`src/hw/svr_pkg.sv`:
```
// Constants for the supervisor watchdog reset block: timing, register map, states.
// Assumes a 50 MHz core clock; all counts are in cycles of that clock.
package svr_pkg;

    localparam int unsigned CLK_HZ          = 50_000_000;
    localparam int unsigned WDOG_TIMEOUT_MS = 1600;
    localparam int unsigned STARTUP_S       = 54;
    localparam int unsigned INT_RST_MS      = 140;
    // Timing resistor of the capacitor mode, 2.06 Mohm
    localparam int unsigned TMO_R_KOHM      = 2060;

    localparam logic [31:0] WDOG_CYC    = 32'(64'(WDOG_TIMEOUT_MS) * CLK_HZ / 1000);
    localparam logic [31:0] STARTUP_CYC = 32'(64'(STARTUP_S) * CLK_HZ);
    localparam logic [31:0] INT_RST_CYC = 32'((64'(INT_RST_MS) * CLK_HZ + 999) / 1000);
    // Cycles per picofarad of timing capacitance
    localparam logic [31:0] CYC_PER_PF  = 32'(64'(TMO_R_KOHM) * CLK_HZ / 1_000_000_000);

    localparam logic [7:0] OFS_CTRL     = 8'h00;
    localparam logic [7:0] OFS_TMO_CAP  = 8'h04;
    localparam logic [7:0] OFS_STATUS   = 8'h08;
    localparam logic [7:0] OFS_IRQ_STAT = 8'h0c;
    localparam logic [7:0] OFS_IRQ_CLR  = 8'h10;
    localparam logic [7:0] OFS_IRQ_EN   = 8'h14;

    localparam int unsigned CTRL_WDOG_EN = 0;
    localparam logic [31:0] CTRL_RST     = 32'h0000_0001;
    localparam int unsigned CAP_W        = 24;
    localparam logic [31:0] TMO_CAP_RST  = 32'h0001_0000;

    localparam int unsigned IRQ_WDOG = 0;
    localparam int unsigned IRQ_CHAN = 1;
    localparam int unsigned IRQ_MANUAL = 2;
    localparam int unsigned IRQ_REL  = 3;
    localparam int unsigned IRQ_W    = 4;

    localparam int unsigned ST_CHAN    = 0;
    localparam int unsigned ST_RST     = 4;
    localparam int unsigned ST_STARTUP = 5;
    localparam int unsigned ST_WD_OFF  = 6;
    localparam int unsigned ST_MARGIN  = 7;

    localparam logic [1:0] RESP_OKAY   = 2'h0;
    localparam logic [1:0] RESP_SLVERR = 2'h2;

    typedef enum logic [1:0] {
        RS_HOLD,
        RS_STRETCH,
        RS_RUN
    } svr_rst_state_t;

endpackage

```
`src/hw/svr_top.sv`:
```
// Supervisor core: channel fault flags, stretched system reset, watchdog, AXI4-Lite regs.
// Assumes comparator results arrive as digital levels (1 = above threshold).
//
// What this block does
// - A kick input that holds one level longer than the watchdog timeout asserts reset and clears the timer.
// - The watchdog timer clears while reset is asserted and on every rising or falling kick edge.
// - After reset the watchdog allows a 54 s startup window for the first kick edge before it resets.
// - A kick input detected as open disables the watchdog entirely.
// - Each channel flag is low while its channel is below threshold and returns high with no delay.
// - Manual reset low drives the reset output low at once and holds it while low.
// - After manual reset rises the reset output stays low for one full reset timeout.
// - With timeout select high the internal reset timeout of at least 140 ms is used.
// - Otherwise the reset timeout is 2.06 Mohm times the programmed capacitance.
// - Any channel below threshold asserts reset, released one timeout after all are good.
// - Margin low drives every channel flag and the reset output high regardless of the channels; irq is not forced.
//
// The AXI4-Lite interface to the registers and the register offsets are this design's own decisions.
`timescale 1ns/1ps
`default_nettype none
module svr_top #(
    parameter logic [31:0] WDOG_CYCLES    = svr_pkg::WDOG_CYC,
    parameter logic [31:0] STARTUP_CYCLES = svr_pkg::STARTUP_CYC,
    parameter logic [31:0] INT_RST_CYCLES = svr_pkg::INT_RST_CYC
) (
    input  wire logic        mclk,
    input  wire logic        rst_n,
    input  wire logic        monitor_chan_5,
    input  wire logic        monitor_chan_6,
    input  wire logic        monitor_chan_7,
    input  wire logic        monitor_chan_8,
    input  wire logic        watchdog_kick_in,
    input  wire logic        watchdog_open,
    input  wire logic        manual_reset_n,
    input  wire logic        timeout_select,
    input  wire logic        margin_n,
    output logic             chan_fault_flag_5,
    output logic             chan_fault_flag_6,
    output logic             chan_fault_flag_7,
    output logic             chan_fault_flag_8,
    output logic             sys_reset_n,
    output logic             irq,
    input  wire logic [7:0]  s_axi_awaddr,
    input  wire logic        s_axi_awvalid,
    output logic             s_axi_awready,
    input  wire logic [31:0] s_axi_wdata,
    input  wire logic [3:0]  s_axi_wstrb,
    input  wire logic        s_axi_wvalid,
    output logic             s_axi_wready,
    output logic [1:0]       s_axi_bresp,
    output logic             s_axi_bvalid,
    input  wire logic        s_axi_bready,
    input  wire logic [7:0]  s_axi_araddr,
    input  wire logic        s_axi_arvalid,
    output logic             s_axi_arready,
    output logic [31:0]      s_axi_rdata,
    output logic [1:0]       s_axi_rresp,
    output logic             s_axi_rvalid,
    input  wire logic        s_axi_rready
);
    if (WDOG_CYCLES < 32'h2 || STARTUP_CYCLES < 32'h2 || INT_RST_CYCLES < 32'h1) begin : g_bad_cfg
        $error("svr_top: timeout counts too small");
    end

    // Synchronised inputs
    logic [5:0] sync_q;
    logic [3:0] chan_s;
    logic       man_rst_s;
    logic       kick_s;

    svr_sync #(.W(6), .INIT(6'h3f)) u_sync (
        .clk   (mclk),
        .rst_n (rst_n),
        .d     ({watchdog_kick_in, manual_reset_n, monitor_chan_8, monitor_chan_7,
                 monitor_chan_6, monitor_chan_5}),
        .q     (sync_q)
    );

    assign chan_s = sync_q[3:0];
    assign man_rst_s = sync_q[4];
    assign kick_s = sync_q[5];

    // Registers
    logic [31:0]       ctrl_q;
    logic [31:0]       cap_q;
    logic [svr_pkg::IRQ_W-1:0] irq_stat_q, irq_stat_d, irq_en_q, irq_ev;
    logic              kick_d_q, man_rst_d_q;
    logic [3:0]        chan_d_q;
    logic              started_q, arm1_q, arm2_q, arm3_q;
    logic [31:0]       wd_cnt_q, wd_cnt_d;
    logic [31:0]       st_cnt_q, st_cnt_d;
    svr_pkg::svr_rst_state_t state_q, state_d;
    logic [3:0]        flag_q;
    logic              rst_out_q, irq_q;

    // Watchdog
    logic        kick_edge, wd_active, rst_asserted, wd_clear, wd_expire;
    logic [31:0] wd_limit;

    assign kick_edge    = (kick_s ^ kick_d_q) & arm3_q;
    assign wd_active    = ctrl_q[svr_pkg::CTRL_WDOG_EN] & ~watchdog_open;
    assign rst_asserted = (state_q != svr_pkg::RS_RUN);
    assign wd_clear     = ~wd_active | rst_asserted | kick_edge;
    assign wd_limit     = started_q ? WDOG_CYCLES : STARTUP_CYCLES;
    assign wd_expire    = ~wd_clear & (wd_cnt_q == wd_limit - 32'h1);
    assign wd_cnt_d     = (wd_clear | wd_expire) ? 32'h0 : wd_cnt_q + 32'h1;

    // Reset generator
    logic        cause;
    logic [31:0] cap_cyc, rst_limit;

    assign cause     = ~(&chan_s) | ~man_rst_s;
    assign cap_cyc   = 32'(64'(cap_q[svr_pkg::CAP_W-1:0]) * svr_pkg::CYC_PER_PF);
    assign rst_limit = timeout_select ? INT_RST_CYCLES
                     : (cap_cyc == 32'h0 ? 32'h1 : cap_cyc);

    always_comb begin
        state_d  = state_q;
        st_cnt_d = st_cnt_q;
        case (state_q)
            svr_pkg::RS_HOLD: begin
                st_cnt_d = 32'h0;
                if (!cause) begin
                    state_d = svr_pkg::RS_STRETCH;
                end
            end
            svr_pkg::RS_STRETCH: begin
                if (cause) begin
                    state_d  = svr_pkg::RS_HOLD;
                    st_cnt_d = 32'h0;
                end else if (st_cnt_q >= rst_limit - 32'h1) begin
                    state_d  = svr_pkg::RS_RUN;
                    st_cnt_d = 32'h0;
                end else begin
                    st_cnt_d = st_cnt_q + 32'h1;
                end
            end
            svr_pkg::RS_RUN: begin
                st_cnt_d = 32'h0;
                if (cause) begin
                    state_d = svr_pkg::RS_HOLD;
                end else if (wd_expire) begin
                    state_d = svr_pkg::RS_STRETCH;
                end
            end
            default: begin
                state_d  = svr_pkg::RS_HOLD;
                st_cnt_d = 32'h0;
            end
        endcase
    end

    assign irq_ev = {state_q == svr_pkg::RS_STRETCH && state_d == svr_pkg::RS_RUN,
                     man_rst_d_q & ~man_rst_s,
                     |(chan_d_q & ~chan_s),
                     wd_expire};

    always_ff @(posedge mclk or negedge rst_n) begin
        if (!rst_n) begin
            state_q   <= svr_pkg::RS_STRETCH;
            st_cnt_q  <= 32'h0;
            wd_cnt_q  <= 32'h0;
            started_q <= 1'b0;
            kick_d_q  <= 1'b1;
            man_rst_d_q <= 1'b1;
            {arm3_q, arm2_q, arm1_q} <= 3'h0;
            chan_d_q  <= 4'hf;
        end else begin
            state_q   <= state_d;
            st_cnt_q  <= st_cnt_d;
            wd_cnt_q  <= wd_cnt_d;
            started_q <= rst_asserted ? 1'b0 : (started_q | kick_edge);
            kick_d_q  <= kick_s;
            man_rst_d_q <= man_rst_s;
            {arm3_q, arm2_q, arm1_q} <= {arm2_q, arm1_q, 1'b1};
            chan_d_q  <= chan_s;
        end
    end

    // Pin outputs; flags and reset forced high while margin is low, irq not
    always_ff @(posedge mclk or negedge rst_n) begin
        if (!rst_n) begin
            flag_q    <= 4'hf;
            rst_out_q <= 1'b0;
            irq_q     <= 1'b0;
        end else begin
            flag_q    <= margin_n ? chan_s : 4'hf;
            rst_out_q <= margin_n ? (state_d == svr_pkg::RS_RUN) : 1'b1;
            irq_q     <= |(irq_stat_d & irq_en_q);
        end
    end

    assign chan_fault_flag_5 = flag_q[0];
    assign chan_fault_flag_6 = flag_q[1];
    assign chan_fault_flag_7 = flag_q[2];
    assign chan_fault_flag_8 = flag_q[3];
    assign sys_reset_n       = rst_out_q;
    assign irq               = irq_q;

    // AXI4-Lite slave
    logic        aw_hold_q, w_hold_q, bvalid_q, awready_q, wready_q;
    logic        rvalid_q, arready_q;
    logic [7:0]  awaddr_q;
    logic [31:0] wdata_q, rdata_q, wmask, rd_mux;
    logic [3:0]  wstrb_q;
    logic [1:0]  bresp_q, rresp_q;
    logic        aw_take, w_take, do_wr, ar_take, aw_hold_d, w_hold_d, bvalid_d, rvalid_d;
    logic        wr_hit, rd_hit, wr_ctrl, wr_cap, wr_clr, wr_en;

    assign aw_take   = s_axi_awvalid & awready_q;
    assign w_take    = s_axi_wvalid & wready_q;
    assign do_wr     = aw_hold_q & w_hold_q & ~bvalid_q;
    assign aw_hold_d = do_wr ? 1'b0 : (aw_hold_q | aw_take);
    assign w_hold_d  = do_wr ? 1'b0 : (w_hold_q | w_take);
    assign bvalid_d  = do_wr | (bvalid_q & ~s_axi_bready);
    assign ar_take   = s_axi_arvalid & arready_q;
    assign rvalid_d  = ar_take | (rvalid_q & ~s_axi_rready);
    assign wmask     = {{8{wstrb_q[3]}}, {8{wstrb_q[2]}}, {8{wstrb_q[1]}}, {8{wstrb_q[0]}}};

    assign wr_ctrl = do_wr && awaddr_q == svr_pkg::OFS_CTRL;
    assign wr_cap  = do_wr && awaddr_q == svr_pkg::OFS_TMO_CAP;
    assign wr_clr  = do_wr && awaddr_q == svr_pkg::OFS_IRQ_CLR;
    assign wr_en   = do_wr && awaddr_q == svr_pkg::OFS_IRQ_EN;
    assign wr_hit  = wr_ctrl | wr_cap | wr_clr | wr_en
                   | awaddr_q == svr_pkg::OFS_STATUS | awaddr_q == svr_pkg::OFS_IRQ_STAT;
    assign rd_hit  = s_axi_araddr == svr_pkg::OFS_CTRL | s_axi_araddr == svr_pkg::OFS_TMO_CAP
                   | s_axi_araddr == svr_pkg::OFS_STATUS | s_axi_araddr == svr_pkg::OFS_IRQ_STAT
                   | s_axi_araddr == svr_pkg::OFS_IRQ_CLR | s_axi_araddr == svr_pkg::OFS_IRQ_EN;

    // Set wins over clear
    assign irq_stat_d = (irq_stat_q & ~(wr_clr ? wdata_q[3:0] & wmask[3:0] : 4'h0)) | irq_ev;

    assign rd_mux =
        s_axi_araddr == svr_pkg::OFS_CTRL     ? ctrl_q :
        s_axi_araddr == svr_pkg::OFS_TMO_CAP  ? cap_q :
        s_axi_araddr == svr_pkg::OFS_STATUS   ? {24'h0, ~margin_n, ~wd_active, ~started_q,
                                                 rst_asserted, ~chan_s} :
        s_axi_araddr == svr_pkg::OFS_IRQ_STAT ? {28'h0, irq_stat_q} :
        s_axi_araddr == svr_pkg::OFS_IRQ_EN   ? {28'h0, irq_en_q} : 32'h0;

    always_ff @(posedge mclk or negedge rst_n) begin
        if (!rst_n) begin
            aw_hold_q  <= 1'b0;
            w_hold_q   <= 1'b0;
            awready_q  <= 1'b0;
            wready_q   <= 1'b0;
            bvalid_q   <= 1'b0;
            bresp_q    <= svr_pkg::RESP_OKAY;
            awaddr_q   <= 8'h0;
            wdata_q    <= 32'h0;
            wstrb_q    <= 4'h0;
            arready_q  <= 1'b0;
            rvalid_q   <= 1'b0;
            rdata_q    <= 32'h0;
            rresp_q    <= svr_pkg::RESP_OKAY;
        end else begin
            aw_hold_q  <= aw_hold_d;
            w_hold_q   <= w_hold_d;
            awready_q  <= ~aw_hold_d & ~bvalid_d;
            wready_q   <= ~w_hold_d & ~bvalid_d;
            bvalid_q   <= bvalid_d;
            arready_q  <= ~rvalid_d;
            rvalid_q   <= rvalid_d;
            if (aw_take) begin
                awaddr_q <= {s_axi_awaddr[7:2], 2'h0};
            end
            if (w_take) begin
                wdata_q <= s_axi_wdata;
                wstrb_q <= s_axi_wstrb;
            end
            if (do_wr) begin
                bresp_q <= wr_hit ? svr_pkg::RESP_OKAY : svr_pkg::RESP_SLVERR;
            end
            if (ar_take) begin
                rdata_q <= rd_hit ? rd_mux : 32'h0;
                rresp_q <= rd_hit ? svr_pkg::RESP_OKAY : svr_pkg::RESP_SLVERR;
            end
        end
    end

    always_ff @(posedge mclk or negedge rst_n) begin
        if (!rst_n) begin
            ctrl_q     <= svr_pkg::CTRL_RST;
            cap_q      <= svr_pkg::TMO_CAP_RST;
            irq_en_q   <= '0;
            irq_stat_q <= '0;
        end else begin
            if (wr_ctrl) begin
                ctrl_q <= (ctrl_q & ~wmask) | (wdata_q & wmask & 32'h1);
            end
            if (wr_cap) begin
                cap_q <= (cap_q & ~wmask) | (wdata_q & wmask & 32'h00ff_ffff);
            end
            if (wr_en) begin
                irq_en_q <= (irq_en_q & ~wmask[3:0]) | (wdata_q[3:0] & wmask[3:0]);
            end
            irq_stat_q <= irq_stat_d;
        end
    end

    assign s_axi_awready = awready_q;
    assign s_axi_wready  = wready_q;
    assign s_axi_bvalid  = bvalid_q;
    assign s_axi_bresp   = bresp_q;
    assign s_axi_arready = arready_q;
    assign s_axi_rvalid  = rvalid_q;
    assign s_axi_rdata   = rdata_q;
    assign s_axi_rresp   = rresp_q;
endmodule
`default_nettype wire

```
`src/hw/svr_sync.sv`:
```
// Two-flop synchroniser for a group of asynchronous level inputs.
// Assumes the destination clock is the core clock.
`timescale 1ns/1ps
`default_nettype none
module svr_sync #(
    parameter int unsigned W            = 1,
    parameter logic [W-1:0] INIT        = '0
) (
    input  wire logic         clk,
    input  wire logic         rst_n,
    input  wire logic [W-1:0] d,
    output logic      [W-1:0] q
);
    logic [W-1:0] meta_q;

    always_ff @(posedge clk or negedge rst_n) begin
        if (!rst_n) begin
            meta_q <= INIT;
            q      <= INIT;
        end else begin
            meta_q <= d;
            q      <= meta_q;
        end
    end
endmodule
`default_nettype wire

```
`config.mk`:
```
export PLATFORM = sky130hd
export DESIGN_NAME = svr_top
export DESIGN_NICKNAME = d
export VERILOG_FILES = /design/src/hw/svr_pkg.sv /design/src/hw/svr_top.sv /design/src/hw/svr_sync.sv
export SDC_FILE = /design/constraint.sdc
export NUM_CORES = 1
export LEC_CHECK = 0
export ABC_AREA = 0
export BUFFER_PORTS_ARGS = -buffer_cell sky130_fd_sc_hd__buf_2
export CAP_MARGIN = 20
export CELL_PAD_IN_SITES_DETAIL_PLACEMENT = 2
export CELL_PAD_IN_SITES_GLOBAL_PLACEMENT = 2
export CORE_MARGIN = 1.5
export CORE_UTILIZATION = 36
export DETAILED_ROUTE_END_ITERATION = 6
export MAX_ROUTING_LAYER = met4
export PLACE_DENSITY_LB_ADDON = 0.15
export SLEW_MARGIN = 10
export SYNTH_ARGS = -nofsm -noshare
export SYNTH_HDL_FRONTEND = slang
export SYNTH_HIERARCHICAL = 1
export SYNTH_SLANG_ARGS = --single-unit
export TNS_END_PERCENT = 100
```
`constraint.sdc`:
```
create_clock -name mclk -period 8.3 [get_ports mclk]
set_input_delay 0 -clock mclk [delete_from_list [all_inputs] [get_ports mclk]]
set_output_delay 0 -clock mclk [all_outputs]
set_load 0.005 [all_outputs]
```
# ---- Word-level counts from Yosys, hierarchy flattened
# Index checks and enable logic that the tools add are counted.
dict set report totals {
  out_inout_bits 47
  inputBits 68
  regBits 243
}
dict set report op_classes {
  n_addsub 4
  order_cmp 1
  n_reduce_logical 12
  n_eq_ne 15
  n_mul 1
  n_mux 27
  bitwise_logic 63
}
# cell count
set op_table {}
lappend op_table {{$mux W32} 8}
lappend op_table {{$add A32 B1 Y32 const B} 2}
lappend op_table {{$and A32 B32 Y32} 2}
lappend op_table {{$mux W31} 2}
lappend op_table {{$eq A32 B32 Y1} 1}
lappend op_table {{$ge A32 B32 Y1} 1}
lappend op_table {{$logic_not A32 Y1} 1}
lappend op_table {{$not A32 Y32} 1}
lappend op_table {{$or A32 B1 Y32} 1}
lappend op_table {{$or A32 B24 Y32} 1}
lappend op_table {{$sub A31 B1 Y32 const B} 1}
lappend op_table {{$sub A32 B1 Y32 const B} 1}
lappend op_table {{$mul A24 B7 Y31 const B} 1}
lappend op_table {{$and A24 B24 Y24} 1}
lappend op_table {{$and A4 B4 Y4} 5}
lappend op_table {{$or A1 B1 Y1} 19}
lappend op_table {{$eq A8 B4 Y1 const B} 2}
lappend op_table {{$eq A8 B5 Y1 const B} 2}
lappend op_table {{$logic_not A8 Y1} 2}
lappend op_table {{$mux W4} 4}
lappend op_table {{$mux W2} 7}
lappend op_table {{$not A1 Y1} 14}
lappend op_table {{$and A1 B1 Y1} 13}
lappend op_table {{$eq A6 B2 Y1 const B} 2}
lappend op_table {{16 further kinds} 29}

# ---- Depth between registers and ports, before layout
dict set report logic_depth {
  ltp_word 15
  mapped_depth 39
  ltp_nobuf 36
}

# ---- Cells and area by module
# The synthesis kept the hierarchy.
# module seq_area_each_um2 area_each_um2 n_inst cells_per_inst
set by_module_without_submodules {}
lappend by_module_without_submodules {svr_top 5746.8 15338.5 1 1575}
lappend by_module_without_submodules {svr_sync 315.3 315.3 1 12}

# ---- Worst setup path after synthesis
# OpenSTA, ideal clock, no wires.
dict set report synth_path {
  path_kind {register to register}
  from {reg (tool-made name)}
  to {reg irq_q (netlist: irq)}
  setup_slack_ns 0.213
  required_time_ns 8.174
  arrival_ns 7.961
  stages_incl_launch_ff 38
  period_less_slack_ns 8.087
  setup_ns 0.126
  path_cell_list {dfrtp_1 ha_1 inv_1 fa_1 inv_1 fa_1 inv_1 fa_1 inv_1 ha_1 a21o_1 a21o_1 a221oi_1 nand3_1 a311oi_1 xor2_1 and3_1 and4_1 (+2 left out) ha_1 o21ai_1 a211oi_1 nand4_1 nor4_2 nand3_1 o21ai_0 o311ai_0 ha_1 a21o_1 a21o_1 a21oi_1 o21ai_0 a221o_1 a31oi_1 o211a_1 o21ai_0 a221o_1}
}
# element line_no
set synth_lines {}
lappend synth_lines {{end signal: assignment} svr_top.sv:188} ;# irq_q <= |(irq_stat_d & irq_en_q);
lappend synth_lines {{end: declaration} svr_top.sv:93} ;# logic rst_out_q, irq_q;

==> qor.yml <==
detailed_routing:
  wire_per_inst_um: 25.0
  routed-via-count: 14000
  first_pass_iters: 5
  ant_nets: 0
  drt_iter0_markers: 696
  via_per_inst: 5.47
  wirelength_um: 64100
  drcViolationCount: 0
logic_synthesis:
  yosysTopAreaCell: "dfrtp_1"
  synth_top_flop_cell: "dfrtp_1"
  synthCells: 1587
  async_flop_share: 1.00
  avgSynthCellArea_um2: 9.86
  syn_area_mm2: 0.0157
  yosys_register_bits: 241
  netlist_top_cells_area: "dfrtp_1 (35%), ha_1 (9.3%), fa_1 (6.5%)"
  synthDistinctLibCells: 76
  synth_edf_count: 0
  yosys_warnings: 6
  yosysSeqAreaShare: 0.387
  yosysTopAreaCellShare: 0.345
cts:
  cts_buffer_depth: 3
  clk_latency_ns: 0.60
  clk_pin_slew_ns: 0.06
  root_buffer: "clkbuf_16"
  numClockSinks: 241
  cts_tree: "built"
  h-tree-depth: 1
  numCtsBuffers: 28
timing:
  slew_viol_final: 0
  setup_tns_ns: -6.80
  fin_crit_sh: 1.04
  setup_ws_ns: -0.308
  setup_viol_count_final: 36
  tightestPinTransition_ns: 1.10
  slew-limit-headroom: 0.268
  hold_viol: 0
  finClkSkew_ns: 0.0174
  fin_crit_ns: 8.61
  max_freq_ghz: 0.116
  rsz0062_at_grt: "true"
  whs_ns: 0.0255
final_layout:
  drive_gt1_frac: 0.312
  final_cell_mix: "buf_4 (222), dfrtp_1 (206), nand2_1 (141)"
  final_common_cell: "buf_4"
  seqCellArea_mm2: 0.00607
  nFillCells: 4456
  final_util: 0.484
  nets: 2191
  syn_to_final_growth_pct: 32.8
  multi_input_area_mm2: 0.00965
placement:
  numPortBuffers: 102
  gp_congestion: 0.848
  hpwl_um: 37100
  place_ws_ns: -0.442
floorplan:
  row_count: 76
  start_util: 0.364
  fp.dieW_um: 212
  die_area_mm2: 0.0447
  io_pins: 115
  die_h_um: 212
  core_area_mm2: 0.0430
critical_path:
  worst_setup_path_end_kind: "flip-flop"
  arrival_ns: 9.08
  r2r_setup_slack_ns: -0.31
  cp.required_ns: 8.77
  cpMostUsedCell: "ha_1"
  slowest_delay_ns: 0.56
  path_class: "flip-flop to flip-flop"
  cp-start-kind: "flip-flop"
  worst-path-max-fanout: 5
  cp_slowest_cell: "fa_1"
global_route:
  track_usage: 0.271
  grt-ovfl-total: 0
  grt_pass1_wl_um: 91400
  antenna_found_initial: 1
  grt_pass1_vias: 15700
  grt_max_degree: 169
outcome:
  status: "finished with violations"
  violations: "negative setup slack"
worst_hold_path:
  hold_path_class: "primary input to flip-flop"
power:
  p_total_mw: 9.38
  combPwrFrac: 0.695
  p_leak_nw: 10.1
  pwr-share-seq: 0.164
  power_density_mw_per_mm2: 451
  p_int_mw: 4.93
  pwr-share-clk: 0.141
  vdd_drop_max_uv: 273
  sw_frac_of_total: 0.474
  power.switching_mw: 4.45
flow_run:
  maxCapViolations: 0
## cells by family (layout without fill, tap and decap cells)
kind of cell	count (synthesis)	count (layout)	synth area share
other	2	4	0.000480
buffers and inverters	176	566	0.0432
muxes	99	99	0.0687
adders and majority gates	167	167	0.158
and+or+nand+nor	524	524	0.169
AOI/OAI and AO/OA	279	279	0.117
xor gates and xnor gates	99	99	0.0566
DFF	241	241	0.387
## power by group through the flow
stage,sequential (mW),combinational [mW],clock [mW]
finish,1.54,6.52,1.32
global route,1.55,6.94,1.39
CTS,1.50,5.64,1.34
detailed placement,1.51,5.17,0
global placement,1.49,4.95,0
floorplan,1.46,3.07,0
## critical path: cells and delay by family, from the launching register on
kind                     cells  cell delay (ns)
AND/OR/NAND/NOR              6             1.23
buffers and inverters        6             0.83
flip-flops                   1             0.44
adder cells (fa/ha/maj)      7             2.35
AO/OA/AOI/OAI               19             3.63
## layer usage
metal | vias up | share of wire | track usage
li1 | 6256 | - | -
met1 | 7344 | 0.41 | 0.330
met2 | 289 | 0.53 | 0.469
met3 | 134 | 0.028 | 0.0298
met4 | 0 | 0.038 | 0.0877
met5 | - | 0 | -
## final timing paths
path,from,to,depth (start not counted)
max in group asynchronous,rst_n,st_cnt_q[19],4
worst max register to register,flip-flop,irq,38
worst max-delay path,flip-flop,irq,38
worst min-delay path,s_axi_araddr[0],s_axi_rdata[1],5
worst min register to register,u_sync/meta_q[3],u_sync/q[3],0
min in group asynchronous,rst_n,async pin,3
## through the flow
stage | instances | instance area, um^2
after floorplan | 1588 | 15700
after global placement | 2418 | 18200
after detailed placement | 2418 | 18200
after CTS | 2547 | 20300
after global routing | 2564 | 20800
final | 2564 | 20800
## Yosys cell counts, drive strengths merged, types with 5 or more instances
library cell,count
buf,9
o21a,12
o211ai,9
and2,49
dfstp,25
a211oi,14
ha,116
fa,51
nand3,47
and4,8
mux2,68
a31oi,6
mux2i,31
nor3,31
inv,129
o21ai,83
nor4,16
dfrtp,216
nor2b,15
nand2b,10
clkbuf,38
or3,18
nor2,118
a22o,5
a2111oi,7
a21o,38
a21oi,56
nand2,143
xnor2,32
nand4,30
and3,20
xor2,67
## final cells by class
class	instances	share of cell area
Sequential cell	241	0.292
Multi-Input combinational cell	1171	0.464
Clock inverter	15	0.00788
Clock buffer	37	0.0392
Timing Repair Buffer	385	0.138
Tap cell	585	0.0352
Antenna cell	1	0.000120
Inverter	129	0.0234
## repair_timing
item,4_1_cts,5_1_grt
pin swaps,46,45
hold buffers,51,0
endpoints found under the hold margin,130,0
setup buffers,25,14
endpoints found under the setup margin,37,37
resized for setup,89,80
cloned,1,2
No activity file was read; power rests on OpenSTA's default activity.
